## src/stf_defines.vh

```
// Constants shared by the status transition filter files
`ifndef STF_DEFINES_VH
`define STF_DEFINES_VH

// ----------------------------------------------------------------------------
// Widths
// ----------------------------------------------------------------------------
`define STF_W          16
`define STF_NSET       6
`define STF_ALLW       96
`define STF_ZERO       16'h0000
`define STF_ONE_HOT    16'h0001

// ----------------------------------------------------------------------------
// Register set selects
// ----------------------------------------------------------------------------
`define STF_SET_MEAS   3'h0
`define STF_SET_QUES   3'h1
`define STF_SET_OPER   3'h2
`define STF_SET_TRIG   3'h3
`define STF_SET_ARM    3'h4
`define STF_SET_SEQ    3'h5

// ----------------------------------------------------------------------------
// Status command opcodes
// ----------------------------------------------------------------------------
`define STF_OP_WR_RISE 3'h0
`define STF_OP_WR_FALL 3'h1
`define STF_OP_RD_RISE 3'h2
`define STF_OP_RD_FALL 3'h3
`define STF_OP_RD_EVT  3'h4
`define STF_OP_RD_COND 3'h5
`define STF_OP_CLS     3'h6
`define STF_OP_PRESET  3'h7

// ----------------------------------------------------------------------------
// Bit positions of defined events
// ----------------------------------------------------------------------------
`define STF_MEAS_OVF   0
`define STF_MEAS_LOW1  1
`define STF_MEAS_HIGH1 2
`define STF_MEAS_LOW2  3
`define STF_MEAS_HIGH2 4
`define STF_MEAS_RDY   5
`define STF_MEAS_AVAIL 7
`define STF_MEAS_HALF  8
`define STF_MEAS_FULL  9
`define STF_MEAS_PRET  11
`define STF_QUES_TEMP  4
`define STF_QUES_CAL   8
`define STF_QUES_WARN  14
`define STF_OPER_CAL   0
`define STF_OPER_SETL  1
`define STF_OPER_TRIG  5
`define STF_OPER_ARM   6
`define STF_OPER_CALC  9
`define STF_OPER_IDLE  10
`define STF_TRIG_SEQ1  1
`define STF_ARM_SEQ1   1
`define STF_SEQ_ARM_LAYER_ONE   1
`define STF_SEQ_ARM_LAYER_TWO   2

`endif

```

## src/stf_edge.v

```verilog
// Per-bit rising and falling change detector on a condition vector
module stf_edge (
  // Clock and reset
  input  wire        ref_clk,
  input  wire        rst_b,
  // Present condition
  input  wire [15:0] cond,
  // Change pulses
  output wire [15:0] rise,
  output wire [15:0] fall
);

  `include "stf_defines.vh"

  // --------------------------------------------------------------------------
  // Previous value per bit
  // --------------------------------------------------------------------------
  reg [15:0] prev_q;

  genvar b;
  generate
    for (b = 0; b < `STF_W; b = b + 1) begin : g_bit
      always @(posedge ref_clk) begin
        if (!rst_b) begin
          prev_q[b] <= 1'b0;
        end else begin
          prev_q[b] <= cond[b];
        end
      end
      assign rise[b] = cond[b] & ~prev_q[b];
      assign fall[b] = ~cond[b] & prev_q[b];
    end
  endgenerate

endmodule

```

## src/stf_filter.v

```verilog
// One register set: condition, rising and falling masks, latched event bits
module stf_filter #(
  parameter [15:0] IMPL = 16'hFFFF
) (
  // Clock and reset
  input  wire        ref_clk,
  input  wire        rst_b,
  // Live instrument state
  input  wire [15:0] cond_in,
  // Mask programming
  input  wire        wr_rise,
  input  wire        wr_fall,
  input  wire [15:0] wr_data,
  input  wire        preset,
  // Event clearing
  input  wire        clr_evt,
  // State
  output reg  [15:0] cond_q,
  output reg  [15:0] rise_mask_q,
  output reg  [15:0] fall_mask_q,
  output reg  [15:0] event_q
);

  `include "stf_defines.vh"

  wire [15:0] rise;
  wire [15:0] fall;
  wire [15:0] hit;

  stf_edge u_edge (
    .ref_clk (ref_clk),
    .rst_b   (rst_b),
    .cond    (cond_q),
    .rise    (rise),
    .fall    (fall)
  );

  // Only defined positions can ever latch
  assign hit = ((rise & rise_mask_q) | (fall & fall_mask_q)) & IMPL; // [RULE2] [RULE18] [RULE19]

  // --------------------------------------------------------------------------
  // Registers
  // --------------------------------------------------------------------------
  always @(posedge ref_clk) begin
    if (!rst_b) begin
      cond_q      <= `STF_ZERO;
      rise_mask_q <= IMPL;
      fall_mask_q <= `STF_ZERO; // [RULE3]
      event_q     <= `STF_ZERO;
    end else begin
      cond_q <= cond_in & IMPL; // [RULE20]
      if (preset) begin
        rise_mask_q <= IMPL;      // [RULE21]
        fall_mask_q <= `STF_ZERO; // [RULE3]
      end else begin
        if (wr_rise) begin
          rise_mask_q <= wr_data & IMPL; // [RULE23]
        end
        if (wr_fall) begin
          fall_mask_q <= wr_data & IMPL; // [RULE1] [RULE23]
        end
      end
      // New hits win over a clear in the same cycle
      event_q <= (clr_evt ? `STF_ZERO : event_q) | hit; // [RULE22]
    end
  end

endmodule

```

## src/stf_top.v

```verilog
// Status transition filter bank for six status register sets
//
// Behaviour
// RULE1 - Host writes a mask as a binary weight sum; 16384 is bit 14, 0 clears.
// RULE2 - A 1-to-0 condition change with its falling mask bit set latches the event.
// RULE3 - Falling masks are zero after reset and preset; clear-status leaves them.
// RULE4 - A falling mask query returns the value with a one per set bit.
// RULE5 - Measurement bit 0 falls when a reading returns from overflow.
// RULE6 - Measurement bits 1 to 4 fall when a limit test stops failing.
// RULE7 - Measurement bit 5 falls when the next reading starts.
// RULE8 - Measurement bits 7, 8, 9 fall on buffer empty, leaving half, leaving full.
// RULE9 - Measurement pretrigger bit falls when pretrigger operations finish.
// RULE10 - Questionable bit 4 falls when a valid junction reading follows an invalid one.
// RULE11 - Questionable bit 8 falls when a bad calibration constant clears.
// RULE12 - Questionable bit 14 falls when a command parameter runs after one was ignored.
// RULE13 - Operation bits 0, 1, 9 fall at end of calibration, settling, calculation.
// RULE14 - Operation bits 5, 6, 10 fall leaving trigger layer, arm layer, idle.
// RULE15 - Trigger bit 1 falls when the sequence leaves the trigger layer.
// RULE16 - Arm bit 1 falls when the sequence leaves an arm layer.
// RULE17 - Sequence bits 1 and 2 rise while in arm layer one and two.
// RULE18 - A rising mask bit of 1 lets a 0-to-1 change set the event.
// RULE19 - A falling mask bit of 1 lets a 1-to-0 change set the event.
// RULE20 - Condition registers follow the live state and feed the filters.
// RULE21 - Preset sets every defined rising mask bit to one.
// RULE22 - Event bits stay latched until read or cleared.
// RULE23 - Undefined mask positions read zero and ignore writes.
module stf_top (
  // Clock and reset
  input  wire        ref_clk,
  input  wire        rst_b,
  // Live condition inputs
  input  wire [15:0] meas_cond,
  input  wire [15:0] ques_cond,
  input  wire [15:0] oper_cond,
  input  wire [15:0] trig_cond,
  input  wire [15:0] arm_cond,
  input  wire [15:0] seq_cond,
  // Status command port
  input  wire        cmd_valid,
  input  wire [2:0]  cmd_op,
  input  wire [2:0]  cmd_set,
  input  wire [15:0] decimal_param,
  // Command answer
  output reg         cmd_ack_q,
  output reg         cmd_err_q,
  output reg         rsp_valid_q,
  output reg  [15:0] rsp_data_q,
  // Latched events
  output wire [15:0] meas_event_q,
  output wire [15:0] ques_event_q,
  output wire [15:0] oper_event_q,
  output wire [15:0] trig_event_q,
  output wire [15:0] arm_event_q,
  output wire [15:0] seq_event_q
);

  `include "stf_defines.vh"

  // --------------------------------------------------------------------------
  // Defined event positions per set
  // --------------------------------------------------------------------------
  localparam [15:0] MEAS_IMPL =
    (`STF_ONE_HOT << `STF_MEAS_OVF)   | // [RULE5]
    (`STF_ONE_HOT << `STF_MEAS_LOW1)  | // [RULE6]
    (`STF_ONE_HOT << `STF_MEAS_HIGH1) | // [RULE6]
    (`STF_ONE_HOT << `STF_MEAS_LOW2)  | // [RULE6]
    (`STF_ONE_HOT << `STF_MEAS_HIGH2) | // [RULE6]
    (`STF_ONE_HOT << `STF_MEAS_RDY)   | // [RULE7]
    (`STF_ONE_HOT << `STF_MEAS_AVAIL) | // [RULE8]
    (`STF_ONE_HOT << `STF_MEAS_HALF)  | // [RULE8]
    (`STF_ONE_HOT << `STF_MEAS_FULL)  | // [RULE8]
    (`STF_ONE_HOT << `STF_MEAS_PRET);   // [RULE9]

  localparam [15:0] QUES_IMPL =
    (`STF_ONE_HOT << `STF_QUES_TEMP) | // [RULE10]
    (`STF_ONE_HOT << `STF_QUES_CAL)  | // [RULE11]
    (`STF_ONE_HOT << `STF_QUES_WARN);  // [RULE12]

  localparam [15:0] OPER_IMPL =
    (`STF_ONE_HOT << `STF_OPER_CAL)  | // [RULE13]
    (`STF_ONE_HOT << `STF_OPER_SETL) | // [RULE13]
    (`STF_ONE_HOT << `STF_OPER_CALC) | // [RULE13]
    (`STF_ONE_HOT << `STF_OPER_TRIG) | // [RULE14]
    (`STF_ONE_HOT << `STF_OPER_ARM)  | // [RULE14]
    (`STF_ONE_HOT << `STF_OPER_IDLE);  // [RULE14]

  localparam [15:0] TRIG_IMPL = (`STF_ONE_HOT << `STF_TRIG_SEQ1); // [RULE15]
  localparam [15:0] ARM_IMPL  = (`STF_ONE_HOT << `STF_ARM_SEQ1);  // [RULE16]

  localparam [15:0] SEQ_IMPL =
    (`STF_ONE_HOT << `STF_SEQ_ARM_LAYER_ONE) | // [RULE17]
    (`STF_ONE_HOT << `STF_SEQ_ARM_LAYER_TWO);  // [RULE17]

  localparam [95:0] IMPL_ALL = {SEQ_IMPL, ARM_IMPL, TRIG_IMPL, OPER_IMPL, QUES_IMPL, MEAS_IMPL};

  // --------------------------------------------------------------------------
  // Command decode
  // --------------------------------------------------------------------------
  wire       set_ok;
  wire       is_global;
  wire       do_cls;
  wire       do_preset;
  wire       is_query;
  wire [5:0] set_hot;

  assign set_ok    = (cmd_set <= `STF_SET_SEQ);
  assign is_global = (cmd_op == `STF_OP_CLS) || (cmd_op == `STF_OP_PRESET);
  assign do_cls    = cmd_valid && (cmd_op == `STF_OP_CLS);
  assign do_preset = cmd_valid && (cmd_op == `STF_OP_PRESET);
  assign is_query  = (cmd_op == `STF_OP_RD_RISE) || (cmd_op == `STF_OP_RD_FALL) ||
                     (cmd_op == `STF_OP_RD_EVT)  || (cmd_op == `STF_OP_RD_COND);

  // Bad set selects touch nothing
  assign set_hot = (cmd_valid && set_ok) ? (6'h01 << cmd_set) : 6'h00;

  // --------------------------------------------------------------------------
  // Filter instances
  // --------------------------------------------------------------------------
  wire [95:0] cond_in_all;
  wire [95:0] cond_all;
  wire [95:0] rise_all;
  wire [95:0] fall_all;
  wire [95:0] event_all;

  assign cond_in_all = {seq_cond, arm_cond, trig_cond, oper_cond, ques_cond, meas_cond};

  genvar s;
  generate
    for (s = 0; s < `STF_NSET; s = s + 1) begin : g_set
      wire wr_rise;
      wire wr_fall;
      wire clr_evt;

      assign wr_rise = set_hot[s] && (cmd_op == `STF_OP_WR_RISE);
      assign wr_fall = set_hot[s] && (cmd_op == `STF_OP_WR_FALL); // [RULE1]
      // Reading an event register empties it; clear-status empties all
      assign clr_evt = do_cls || (set_hot[s] && (cmd_op == `STF_OP_RD_EVT)); // [RULE22] [RULE3]

      stf_filter #(
        .IMPL (IMPL_ALL[s*`STF_W +: `STF_W])
      ) u_filter (
        .ref_clk     (ref_clk),
        .rst_b       (rst_b),
        .cond_in     (cond_in_all[s*`STF_W +: `STF_W]),
        .wr_rise     (wr_rise),
        .wr_fall     (wr_fall),
        .wr_data     (decimal_param),
        .preset      (do_preset),
        .clr_evt     (clr_evt),
        .cond_q      (cond_all[s*`STF_W +: `STF_W]),
        .rise_mask_q (rise_all[s*`STF_W +: `STF_W]),
        .fall_mask_q (fall_all[s*`STF_W +: `STF_W]),
        .event_q     (event_all[s*`STF_W +: `STF_W])
      );
    end
  endgenerate

  assign meas_event_q = event_all[15:0];
  assign ques_event_q = event_all[31:16];
  assign oper_event_q = event_all[47:32];
  assign trig_event_q = event_all[63:48];
  assign arm_event_q  = event_all[79:64];
  assign seq_event_q  = event_all[95:80];

  // --------------------------------------------------------------------------
  // Query data select
  // --------------------------------------------------------------------------
  reg [15:0] rd_data;
  reg [15:0] sel_rise;
  reg [15:0] sel_fall;
  reg [15:0] sel_evt;
  reg [15:0] sel_cond;

  always @* begin
    sel_rise = `STF_ZERO;
    sel_fall = `STF_ZERO;
    sel_evt  = `STF_ZERO;
    sel_cond = `STF_ZERO;
    case (cmd_set)
      `STF_SET_MEAS: begin
        sel_rise = rise_all[15:0];
        sel_fall = fall_all[15:0];
        sel_evt  = event_all[15:0];
        sel_cond = cond_all[15:0];
      end
      `STF_SET_QUES: begin
        sel_rise = rise_all[31:16];
        sel_fall = fall_all[31:16];
        sel_evt  = event_all[31:16];
        sel_cond = cond_all[31:16];
      end
      `STF_SET_OPER: begin
        sel_rise = rise_all[47:32];
        sel_fall = fall_all[47:32];
        sel_evt  = event_all[47:32];
        sel_cond = cond_all[47:32];
      end
      `STF_SET_TRIG: begin
        sel_rise = rise_all[63:48];
        sel_fall = fall_all[63:48];
        sel_evt  = event_all[63:48];
        sel_cond = cond_all[63:48];
      end
      `STF_SET_ARM: begin
        sel_rise = rise_all[79:64];
        sel_fall = fall_all[79:64];
        sel_evt  = event_all[79:64];
        sel_cond = cond_all[79:64];
      end
      `STF_SET_SEQ: begin
        sel_rise = rise_all[95:80];
        sel_fall = fall_all[95:80];
        sel_evt  = event_all[95:80];
        sel_cond = cond_all[95:80];
      end
      default: begin
        sel_rise = `STF_ZERO;
      end
    endcase
  end

  always @* begin
    rd_data = `STF_ZERO;
    case (cmd_op)
      `STF_OP_RD_RISE: begin
        rd_data = sel_rise;
      end
      `STF_OP_RD_FALL: begin
        rd_data = sel_fall; // [RULE4]
      end
      `STF_OP_RD_EVT: begin
        rd_data = sel_evt;
      end
      `STF_OP_RD_COND: begin
        rd_data = sel_cond;
      end
      default: begin
        rd_data = `STF_ZERO;
      end
    endcase
  end

  // --------------------------------------------------------------------------
  // Answer registers
  // --------------------------------------------------------------------------
  // Event reads return the value held before the clear takes effect
  always @(posedge ref_clk) begin
    if (!rst_b) begin
      cmd_ack_q   <= 1'b0;
      cmd_err_q   <= 1'b0;
      rsp_valid_q <= 1'b0;
      rsp_data_q  <= `STF_ZERO;
    end else begin
      cmd_ack_q   <= cmd_valid;
      cmd_err_q   <= cmd_valid && !is_global && !set_ok;
      rsp_valid_q <= cmd_valid && is_query && set_ok;
      if (cmd_valid && is_query && set_ok) begin
        rsp_data_q <= rd_data; // [RULE4]
      end else begin
        rsp_data_q <= `STF_ZERO;
      end
    end
  end

endmodule

```

## config.mk

```make
export PLATFORM = sky130hd
export DESIGN_NAME = stf_top
export DESIGN_NICKNAME = d
export VERILOG_FILES = /design/src/stf_edge.v /design/src/stf_filter.v /design/src/stf_top.v
export VERILOG_INCLUDE_DIRS = /design/src
export SDC_FILE = /design/constraint.sdc
export NUM_CORES = 1
export LEC_CHECK = 0
export BUFFER_PORTS_ARGS = -buffer_cell sky130_fd_sc_hd__buf_2
export CAP_MARGIN = 15
export CORE_UTILIZATION = 44
export CTS_CLUSTER_SIZE = 10
export DETAILED_ROUTE_END_ITERATION = 16
export GPL_ROUTABILITY_DRIVEN = 0
export HOLD_SLACK_MARGIN = 0.12
export PLACE_DENSITY = 0.82
export SYNTH_ARGS = -nofsm -noshare
export SYNTH_HDL_FRONTEND = slang
export SYNTH_SLANG_ARGS = --single-unit
```

## constraint.sdc

```tcl
create_clock -name ref_clk -period 1.25 [get_ports ref_clk]
set_input_delay 0.1875 -clock ref_clk [delete_from_list [all_inputs] [get_ports ref_clk]]
set_output_delay 0.1875 -clock ref_clk [all_outputs]
set_load 0.05 [all_outputs]
```

---- Word-level counts from Yosys, hierarchy flattened ----
Cells that the tools add are included.
operators by class
  order comparisons ....................... 1
  equal/unequal tests ..................... 12
  shift operators ......................... 1
  mux-type cells .......................... 12
  bitwise logic cells ..................... 205
  reductions and logical operators ........ 41
operators by type and width
  cell                                                                   count
  16-bit one-hot mux with 6 select lines                                 2
  15-bit one-hot mux with 6 select lines                                 2
  16-bit two-way mux                                                     6
  1-bit inverter                                                         91
  1-bit AND                                                              90
  16-bit one-hot mux with 4 select lines                                 1
  16-bit by 2-bit bitwise OR with 16-bit output                          2
  15-bit AND                                                             2
  1-bit logical AND                                                      25
  12-bit AND                                                             2
  11-bit AND                                                             2
  3-bit equality test, second input constant                             6
  16-bit by 11-bit bitwise OR with 16-bit output                         1
  16-bit by 12-bit bitwise OR with 16-bit output                         1
  16-bit by 15-bit bitwise OR with 16-bit output                         1
  16-bit by 3-bit bitwise OR with 16-bit output                          1
  15-bit bitwise OR                                                      1
  3-bit by 2-bit equality test with 1-bit output, second input constant  4
  12-bit bitwise OR                                                      1
  11-bit bitwise OR                                                      1
  1-bit logical OR                                                       10
  2-bit AND                                                              4
  3-bit AND                                                              2
  3-bit by 1-bit equality test with 1-bit output, second input constant  2
  9 further kinds                                                        12
word-level totals
  flip-flop bits (word level) ............. 302
  output and inout bits ................... 115

---- Depth between registers and ports, before layout ----
Gate-level depths: netlist of the first run.
  word-level depth ........................ 7
  mapped depth ............................ 6
  depth with buffers taken out ............ 4

---- By module ----
Synthesis of the first run repeated with hierarchy kept, for this count alone.
unflattened totals
  cell total of the unflattened synthesis .. 1,537
  area, all modules ....................... 13,625.6 sq um
by module, submodules not included
  module                               instances  cells an instance  area an instance (sq um)
  stf_top                              1          556                4,341.7
  stf_edge                             6          65                 631.9
  stf_filter at g_set[0].u_filter      1          153                1,594.0
  stf_filter at g_set[3].u_filter ...  2          73                 601.8
  stf_filter at g_set[2].u_filter      1          118                1,173.6
  stf_filter at g_set[1].u_filter      1          91                 813.3
  stf_filter at g_set[5].u_filter      1          83                 708.2

---- Worst setup path after synthesis of the first run ----
OpenSTA, ideal clock, no wires.
  path type ............................... register to register
  from .................................... register g_set[0].u_filter.event_q[1]
  to ...................................... register rsp_data_q[1]
  setup time .............................. 81 ps
  arrival ................................. 1,475 ps
  path slack .............................. -306 ps
  cell stages (with the launch flop) ...... 5
  cell sequence ........................... dfxtp_1 -> or3b_2 -> a21oi_1 -> o21ai_0 -> a41oi_1
between the ends
  longest elaborated chain between the ends .. 2
RTL lines
  item                                    line             text
  start: declaration                      stf_filter.v:21  output reg [15:0] event_q
  start signal: assignment                stf_filter.v:49  event_q <= `STF_ZERO;
  start signal: assignment                stf_filter.v:64  event_q <= (clr_evt ? `STF_ZERO : event_q) | hit;
  16-bit one-hot mux with 6 select lines  stf_top.v:179    case (cmd_set)
  16-bit one-hot mux with 4 select lines  stf_top.v:224    case (cmd_op)
  end signal: assignment                  stf_top.v:252    rsp_data_q <= `STF_ZERO;
  end signal: assignment                  stf_top.v:258    rsp_data_q <= rd_data;
  end signal: assignment                  stf_top.v:260    rsp_data_q <= `STF_ZERO;
  end: declaration                        stf_top.v:47     output reg [15:0] rsp_data_q,
Every way passes these cells.
A chain may end at the register's enable or synchronous reset.

---- Worst setup path after layout of the first run ----
  from .................................... register g_set[0].u_filter.event_q[3]
  to ...................................... output port meas_event_q[3]
RTL lines
  item              line          text
  end: declaration  stf_top.v:49  output wire [15:0] meas_event_q,
No word-level cell between the ends.

==> run_results.csv, run 1 <==
group,metric,value,unit
status,outcome,"complete, but fails checks",
status,violations,"negative setup slack",
hold_path,hp-class,"primary input to flop",
global_routing,grt.overflow.total,0,
logic_synthesis,synth-seq-cells,131,
die,start_util,45.2,%
sta,setup_ws,-0.000947,ns
logic_synthesis,yosysUniqueCellTypes,47,
global_routing,grt_usage,23.6,%
final_layout,multi_input_area,0.00297,sq mm
logic_synthesis,async_reset_ff_share,0,%
placed_design,dpl.hpwl,11400,um
hold_path,holdPathStages,4,
global_routing,antenna_found_initial,2,
final_layout,fin_cells,1052,
final_layout,num-fill-cells,1091,
logic_synthesis,yosys.area.top_type,"dfxtp_1",
power_and_ir_drop,power.total,11400,uW
global_routing,grt_max_degree,28,
worst_setup_path,required,1.06,ns
sta,post-route-period-util,100,%
sta,final-max-slew-violation-count,0,
die,io_pins,236,
clocking,clk_pin_slew,0.06,ns
power_and_ir_drop,p_per_area,1420,mW/mm^2
power_and_ir_drop,power.leakage,0.00362,uW
worst_setup_path,path_buf_inv,1,
hold_path,worstHoldStart,"rst_b",
sta,fin_skew,0.00712,ns
logic_synthesis,syn_area_per_cell,8.98,sq um
global_routing,first_global_vias,5089,
clocking,clk_latency,0.42,ns
sta,finalSetupViolations,1,
worst_setup_path,ff2ff_setup_slack,0.03,ns
final_layout,layout-area-overhead-vs-synth,34.2,%
final_layout,finalInstanceArea,0.00806,sq mm
logic_synthesis,syn_inst,669,
die,core_region_area,0.0133,sq mm
die,die_h,119,um
power_and_ir_drop,vdd_drop_max,0.898,mV
routing,drt_iter0_drc,494,
routing,final_antenna_net_count,0,
worst_setup_path,path_cells,"buf_4",
worst_setup_path,critPathLaunchType,"flop",
die,die_x,119,um
logic_synthesis,ys_seq_area_share,43.7,%
routing,drc,0,
sta,hold_viol,0,
worst_setup_path,slowest_delay,0.41,ns
logic_synthesis,synth.yosys.warnings,0,
logic_synthesis,synth_edf_count,0,
clocking,clkSinkCount,131,
logic_synthesis,synth_top_flop_cell,"dfxtp_1",
clocking,htree_levels,4,
die,die_area,0.0141,sq mm
routing,viasPerCell,5.08,
die,rows,42,
final_layout,nets,982,
flow_run,maxCapViolations,0,
placed_design,dp.cells,980,
worst_setup_path,slowest_stage,"dfxtp_1",
placed_design,port_buffers,83,
global_routing,grt_pass1_wl,25800,um
routing,totalWireLength,16500,um
final_layout,layout-drive-gt1-share,27.9,%
final_layout,seqCellArea,0.00264,sq mm
logic_synthesis,synthesis.area,0.00600,sq mm
worst_setup_path,rr_worst_depth,4,
worst_setup_path,cp_max_fo,3,
worst_setup_path,r2r_start,"g_set[1].u_filter.cond_q[4]",
clocking,cts_tree,"built",
hold_path,hold_path_end,"cmd_ack_q",
logic_synthesis,synth_top_area_share,43.7,%
clocking,cts.path.max_buffers,2,
clocking,numCtsBuffers,17,
worst_setup_path,regToRegEndpoint,"rsp_data_q[4]",
routing,routedWlPerCell,15.7,um
worst_setup_path,arrival,1.06,ns
sta,rsz0062_at_grt,"true",
placed_design,place_area,0.00694,sq mm
routing,vias,5344,
sta,max_freq,0.799,GHz
clocking,root_buffer,"clkbuf_16",
sta,min_period,1.25,ns
worst_setup_path,path_delay_family,"flip-flops",
worst_setup_path,worst-setup-path-type,"flop to output pin",
logic_synthesis,ys_top_cells_by_area,"dfxtp_1 44%, buf_4 10%, mux2i_1 5.5%, nand2_1 5.3%, and2_1 4.8%",
routing,drt_first_pass_iters,5,
worst_setup_path,cp-end-kind,"output pin",
worst max-delay path by stage:
stage / from / endpoint / cells after the start
6_report: g_set[0].u_filter.event_q[3] / meas_event_q[3] / 1
5_1_grt: g_set[0].u_filter.event_q[1] / rsp_data_q[1] / 4
4_1_cts: g_set[0].u_filter.event_q[1] / rsp_data_q[1] / 4
3_5_place_dp: cmd_set[0] / rsp_data_q[1] / 6
3_3_place_gp: cmd_set[1] / rsp_data_q[1] / 6
2_1_floorplan: cmd_set[0] / rsp_data_q[1] / 6
cells by family (layout without fill, tap and decap cells):
group	count (synthesis)	after routing	share of synthesized area, %
simple gates	259	259	24.4
flops	131	131	43.7
compound gates	123	123	12.2
buf+inv	116	246	12.7
mux	38	38	6.81
other cells	1	78	0.0625
xor+xnor	1	1	0.146
through the flow:
| step | TNS (ns) | hold slack, ns | util [%] | worst slack [ns] |
|---|---|---|---|---|
| after global routing | -0.0221 | 0.160 | 60.6 | -0.0125 |
| after global placement | -11.91 | 0.393 | 52.2 | -0.225 |
| final | -0.000947 | 0.128 | 60.6 | -0.000947 |
| after floorplan | -0.0852 | 0.310 | - | -0.0369 |
| after detailed placement | -14.12 | 0.397 | 52.2 | -0.318 |
| after CTS | -0.0282 | 0.134 | 60.0 | -0.0282 |
layer usage:
metal  up-vias  global-route usage, %  routed length, um  part of all wire (%)
met5         -                      0                  0                     0
li1       2547                      -                  -                     -
met4         0                   11.0                510                   3.1
met2       247                   38.5               7940                    48
met3        45                   5.84               1200                   7.2
met1      2505                   29.1               6860                    42
area by class of cell:
cell class | count | area share (%)
Tap cell | 176 | 2.73
Timing Repair Buffer | 210 | 19.6
Multi-Input combinational cell | 497 | 36.8
Clock inverter | 8 | 1.51
Sequential cell | 131 | 32.7
Clock buffer | 24 | 6.35
Inverter | 4 | 0.186
Antenna cell | 2 | 0.0621
layout by cell type, fill, tap and decap left out, types with 3 or more instances in the layout:
cell	instances
dfxtp_1	120
buf_4	94
nand2_1	85
conb_1	76
buf_2	61
and2_1	46
a21oi_1	44
nand3_1	38
dlygate4sd3_1	37
mux2i_1	33
o21ai_0	27
nand3b_1	22
nor2b_1	21
clkbuf_16	17
clkbuf_4	13
nor2_1	12
a22oi_1	11
a22o_1	10
dfxtp_2	10
o2bb2ai_1	6
clkbuf_8	6
a21oi_2	5
buf_12	5
and3b_1	4
o21ai_1	4
inv_1	4
or3b_4	4
nor3b_1	4
mux2_2	3
o22ai_1	3
and3_1	3
o21ai_2	3
clkinv_2	3
bufinv_16	3
registers in the layout, indices dropped and copies added, names as in the netlist:
signal	count
g_set.u_filter.cond_q	23
g_set.u_filter.event_q	23
g_set.u_filter.fall_mask_q	23
g_set.u_filter.rise_mask_q	23
g_set.u_filter.u_edge.prev_q	23
rsp_data_q	13
cmd_ack_q	1
cmd_err_q	1
rsp_valid_q	1
repair_timing:
| item | 4_1_cts | 5_1_grt |
|---|---|---|
| hold buffers | 37 | 0 |
| buffers inserted | 0 | 1 |
| endpoints found under the setup margin | 11 | 16 |
| pin swaps | 2 | 7 |
| gates resized for setup | 13 | 27 |
| endpoints found under the hold margin | 61 | 0 |
where the power goes:
group | switching (uW) | internal, uW
clock network | 1810 | 3450
logic | 1170 | 554
registers | 108 | 4320
total | 3090 | 8320
Yosys cell counts (3+ instances only):
| master | instances |
|---|---|
| dfxtp_1 | 131 |
| nand2_1 | 85 |
| buf_4 | 83 |
| a21oi_1 | 49 |
| and2_1 | 46 |
| nand3_1 | 38 |
| mux2i_1 | 33 |
| o21ai_0 | 30 |
| nand3b_1 | 22 |
| nor2b_1 | 21 |
| clkbuf_1 | 15 |
| buf_2 | 14 |
| nor2_1 | 12 |
| a22oi_1 | 11 |
| a22o_1 | 10 |
| o2bb2ai_1 | 6 |
| and3b_1 | 4 |
| inv_1 | 4 |
| nor3b_1 | 4 |
| o21ai_1 | 4 |
| or3b_2 | 4 |
| and3_1 | 3 |
| mux2_2 | 3 |
| nor3b_2 | 3 |
| o22ai_1 | 3 |
No activity file was read; power rests on OpenSTA's default activity.
==> inputs of run 2 (changes only) <==
--- a/config.mk
+++ b/config.mk
@@ -6,7 +6,7 @@
 export SDC_FILE = /design/constraint.sdc
 export NUM_CORES = 1
 export LEC_CHECK = 0
-export BUFFER_PORTS_ARGS = -buffer_cell sky130_fd_sc_hd__buf_2
+export BUFFER_PORTS_ARGS = -buffer_cell sky130_fd_sc_hd__buf_4
 export CAP_MARGIN = 15
 export CORE_UTILIZATION = 44
 export CTS_CLUSTER_SIZE = 10
==> run 2 against run 1 <==
The flow now finishes without violations; clock power up 1%; sequential share of layout area down 0.57 points; largest power group unchanged; first-iteration DRC count down 3.0%; via count down 0.22%; combinational power up 4%; non-clock buffer count down 7; count of clock-buffer cells in the layout down 4; setup slack better by 0.018 ns; final area up 1.7%; wire length down 1.1%.
==> run_results.csv, run 2 (same netlist as run 1, synthesis figures left out) <==
group,metric,value,unit
status,outcome,"completed",
worst_setup_path,required,1.59,ns
worst_setup_path,arrival,1.58,ns
worst_setup_path,rr_worst_depth,4,
sta,fin_setup_tns,0,ns
clocking,cts_tree,"built",
final_layout,layout-drive-gt1-share,27.3,%
clocking,clk_pin_slew,0.06,ns
clocking,clkSinkCount,131,
sta,finalSetupViolations,0,
worst_setup_path,cp-end-kind,"flop",
routing,routedWlPerCell,15.7,um
routing,totalWireLength,16300,um
worst_setup_path,crit_end,"rsp_data_q[1]",
routing,viasPerCell,5.11,
sta,max_freq,0.811,GHz
routing,drc,0,
global_routing,first_global_vias,5071,
worst_setup_path,startpoint,"g_set[0].u_filter.rise_mask_q[1]",
global_routing,antenna_found_initial,0,
power_and_ir_drop,vdd_drop_max,0.978,mV
die,die_area,0.0141,sq mm
power_and_ir_drop,p_per_area,1410,mW/mm^2
sta,hold_viol,0,
final_layout,num_antenna_cells,0,
clocking,cts.path.max_buffers,2,
worst_setup_path,critPathLaunchType,"flop",
sta,fin_skew,0.00674,ns
worst_setup_path,cp_max_fo,2,
sta,final-max-slew-violation-count,0,
hold_path,hp-class,"primary input to flop",
final_layout,layout-area-overhead-vs-synth,36.5,%
placed_design,port_buffers,83,
clocking,htree_levels,4,
worst_setup_path,worst-setup-path-type,"flop to flop",
routing,final_antenna_net_count,0,
power_and_ir_drop,power.total,11500,uW
global_routing,grt_usage,23.5,%
clocking,root_buffer,"clkbuf_16",
die,start_util,45.2,%
worst_setup_path,ff2ff_setup_slack,0.02,ns
routing,drt_first_pass_iters,5,
die,rows,42,
die,core_region_area,0.0133,sq mm
die,die_h,119,um
placed_design,dpl.hpwl,11200,um
clocking,numCtsBuffers,17,
worst_setup_path,regToRegEndpoint,"rsp_data_q[1]",
global_routing,grt_pass1_wl,25500,um
worst_setup_path,r2r_start,"g_set[0].u_filter.rise_mask_q[1]",
routing,drt_iter0_drc,479,
routing,vias,5332,
clocking,clk_latency,0.43,ns
global_routing,grt_max_degree,47,
sta,post-route-period-util,98.6,%
final_layout,final_cell_mix,"155 x buf_4, 121 x dfxtp_1, 85 x nand2_1",
final_layout,layout_commonest_cell,"buf_4",
power_and_ir_drop,power.leakage,0.00364,uW
sta,min_period,1.23,ns
final_layout,nets,975,
flow_run,maxCapViolations,0,
die,die_x,119,um
die,io_pins,236,
global_routing,grt.overflow.total,0,
[run 2: cell types whose count changed in the layout (fill, tap and decap cells not counted), sizes merged]
cell and change:
clkbuf -17, buf +6, diode -2, inv +2, bufinv +1, clkinv +1
[run 2: cell type report]
type	instances	area, sq um
clock buffers	20	457
multi-input cells	497	2980
fillers	1087	5100
repair buffers	203	1710
clock inverters	12	178
flip-flops and latches	131	2640
inverters	4	15.0
well taps	176	220
[run 2: layer usage]
layer,GRT usage (%),wire (um)
met1,28.7,6820
met5,0,0
met4,11.8,490
met3,6.23,1160
met2,38.1,7860
[run 2: power by group]
part	internal, uW	total (uW)	leakage, uW	switching (uW)
sequential	4320	4420	0.00107	101
clock	3450	5320	0.000311	1870
combinational	609	1790	0.00226	1180
[run 2: what timing repair did]
| action | CTS | global route |
|---|---|---|
| resized for setup | 14 | 10 |
| endpoints found under the setup margin | 6 | 6 |
| hold buffers | 37 | 0 |
| setup buffers | 1 | 1 |
| pin swaps | 4 | 4 |
| hold endpoints to repair | 70 | 0 |
[run 2: how the worst min path moves through the flow]
stage / startpoint / to / slack [ns] / depth (start not counted)
after global routing: cmd_set[2] / rsp_data_q[4] / 0.13 / 3
final: cmd_set[2] / rsp_data_q[4] / 0.14 / 3
after detailed placement: oper_cond[1] / g_set[2].u_filter.cond_q[1] / 0.40 / 2
after floorplan: decimal_param[11] / g_set[0].u_filter.rise_mask_q[11] / 0.31 / 2
after global placement: ques_cond[4] / g_set[1].u_filter.cond_q[4] / 0.40 / 2
after CTS: rst_b / cmd_ack_q / 0.13 / 4
[run 2: worst max-delay path, cell delays in order (launching register included)]
cell     delay (ns)
dfxtp_2        0.33
or3b_4         0.37
a21oi_2        0.15
o21ai_1        0.08
a41oi_2        0.22
[run 2: per-stage QoR]
| stage | setup WS [ns] | hold slack, ns | util, % | cell area [sq um] | cells |
|---|---|---|---|---|---|
| after floorplan | -0.0369 | 0.310 | - | 6340 | 744 |
| after global placement | -0.238 | 0.396 | 53.6 | 7120 | 975 |
| after detailed placement | -0.285 | 0.398 | 53.6 | 7120 | 975 |
| after CTS | 0.00382 | 0.134 | 61.5 | 8180 | 1045 |
| after global routing | -0.00117 | 0.131 | 61.7 | 8200 | 1043 |
| final | 0.0172 | 0.142 | 61.7 | 8200 | 1043 |
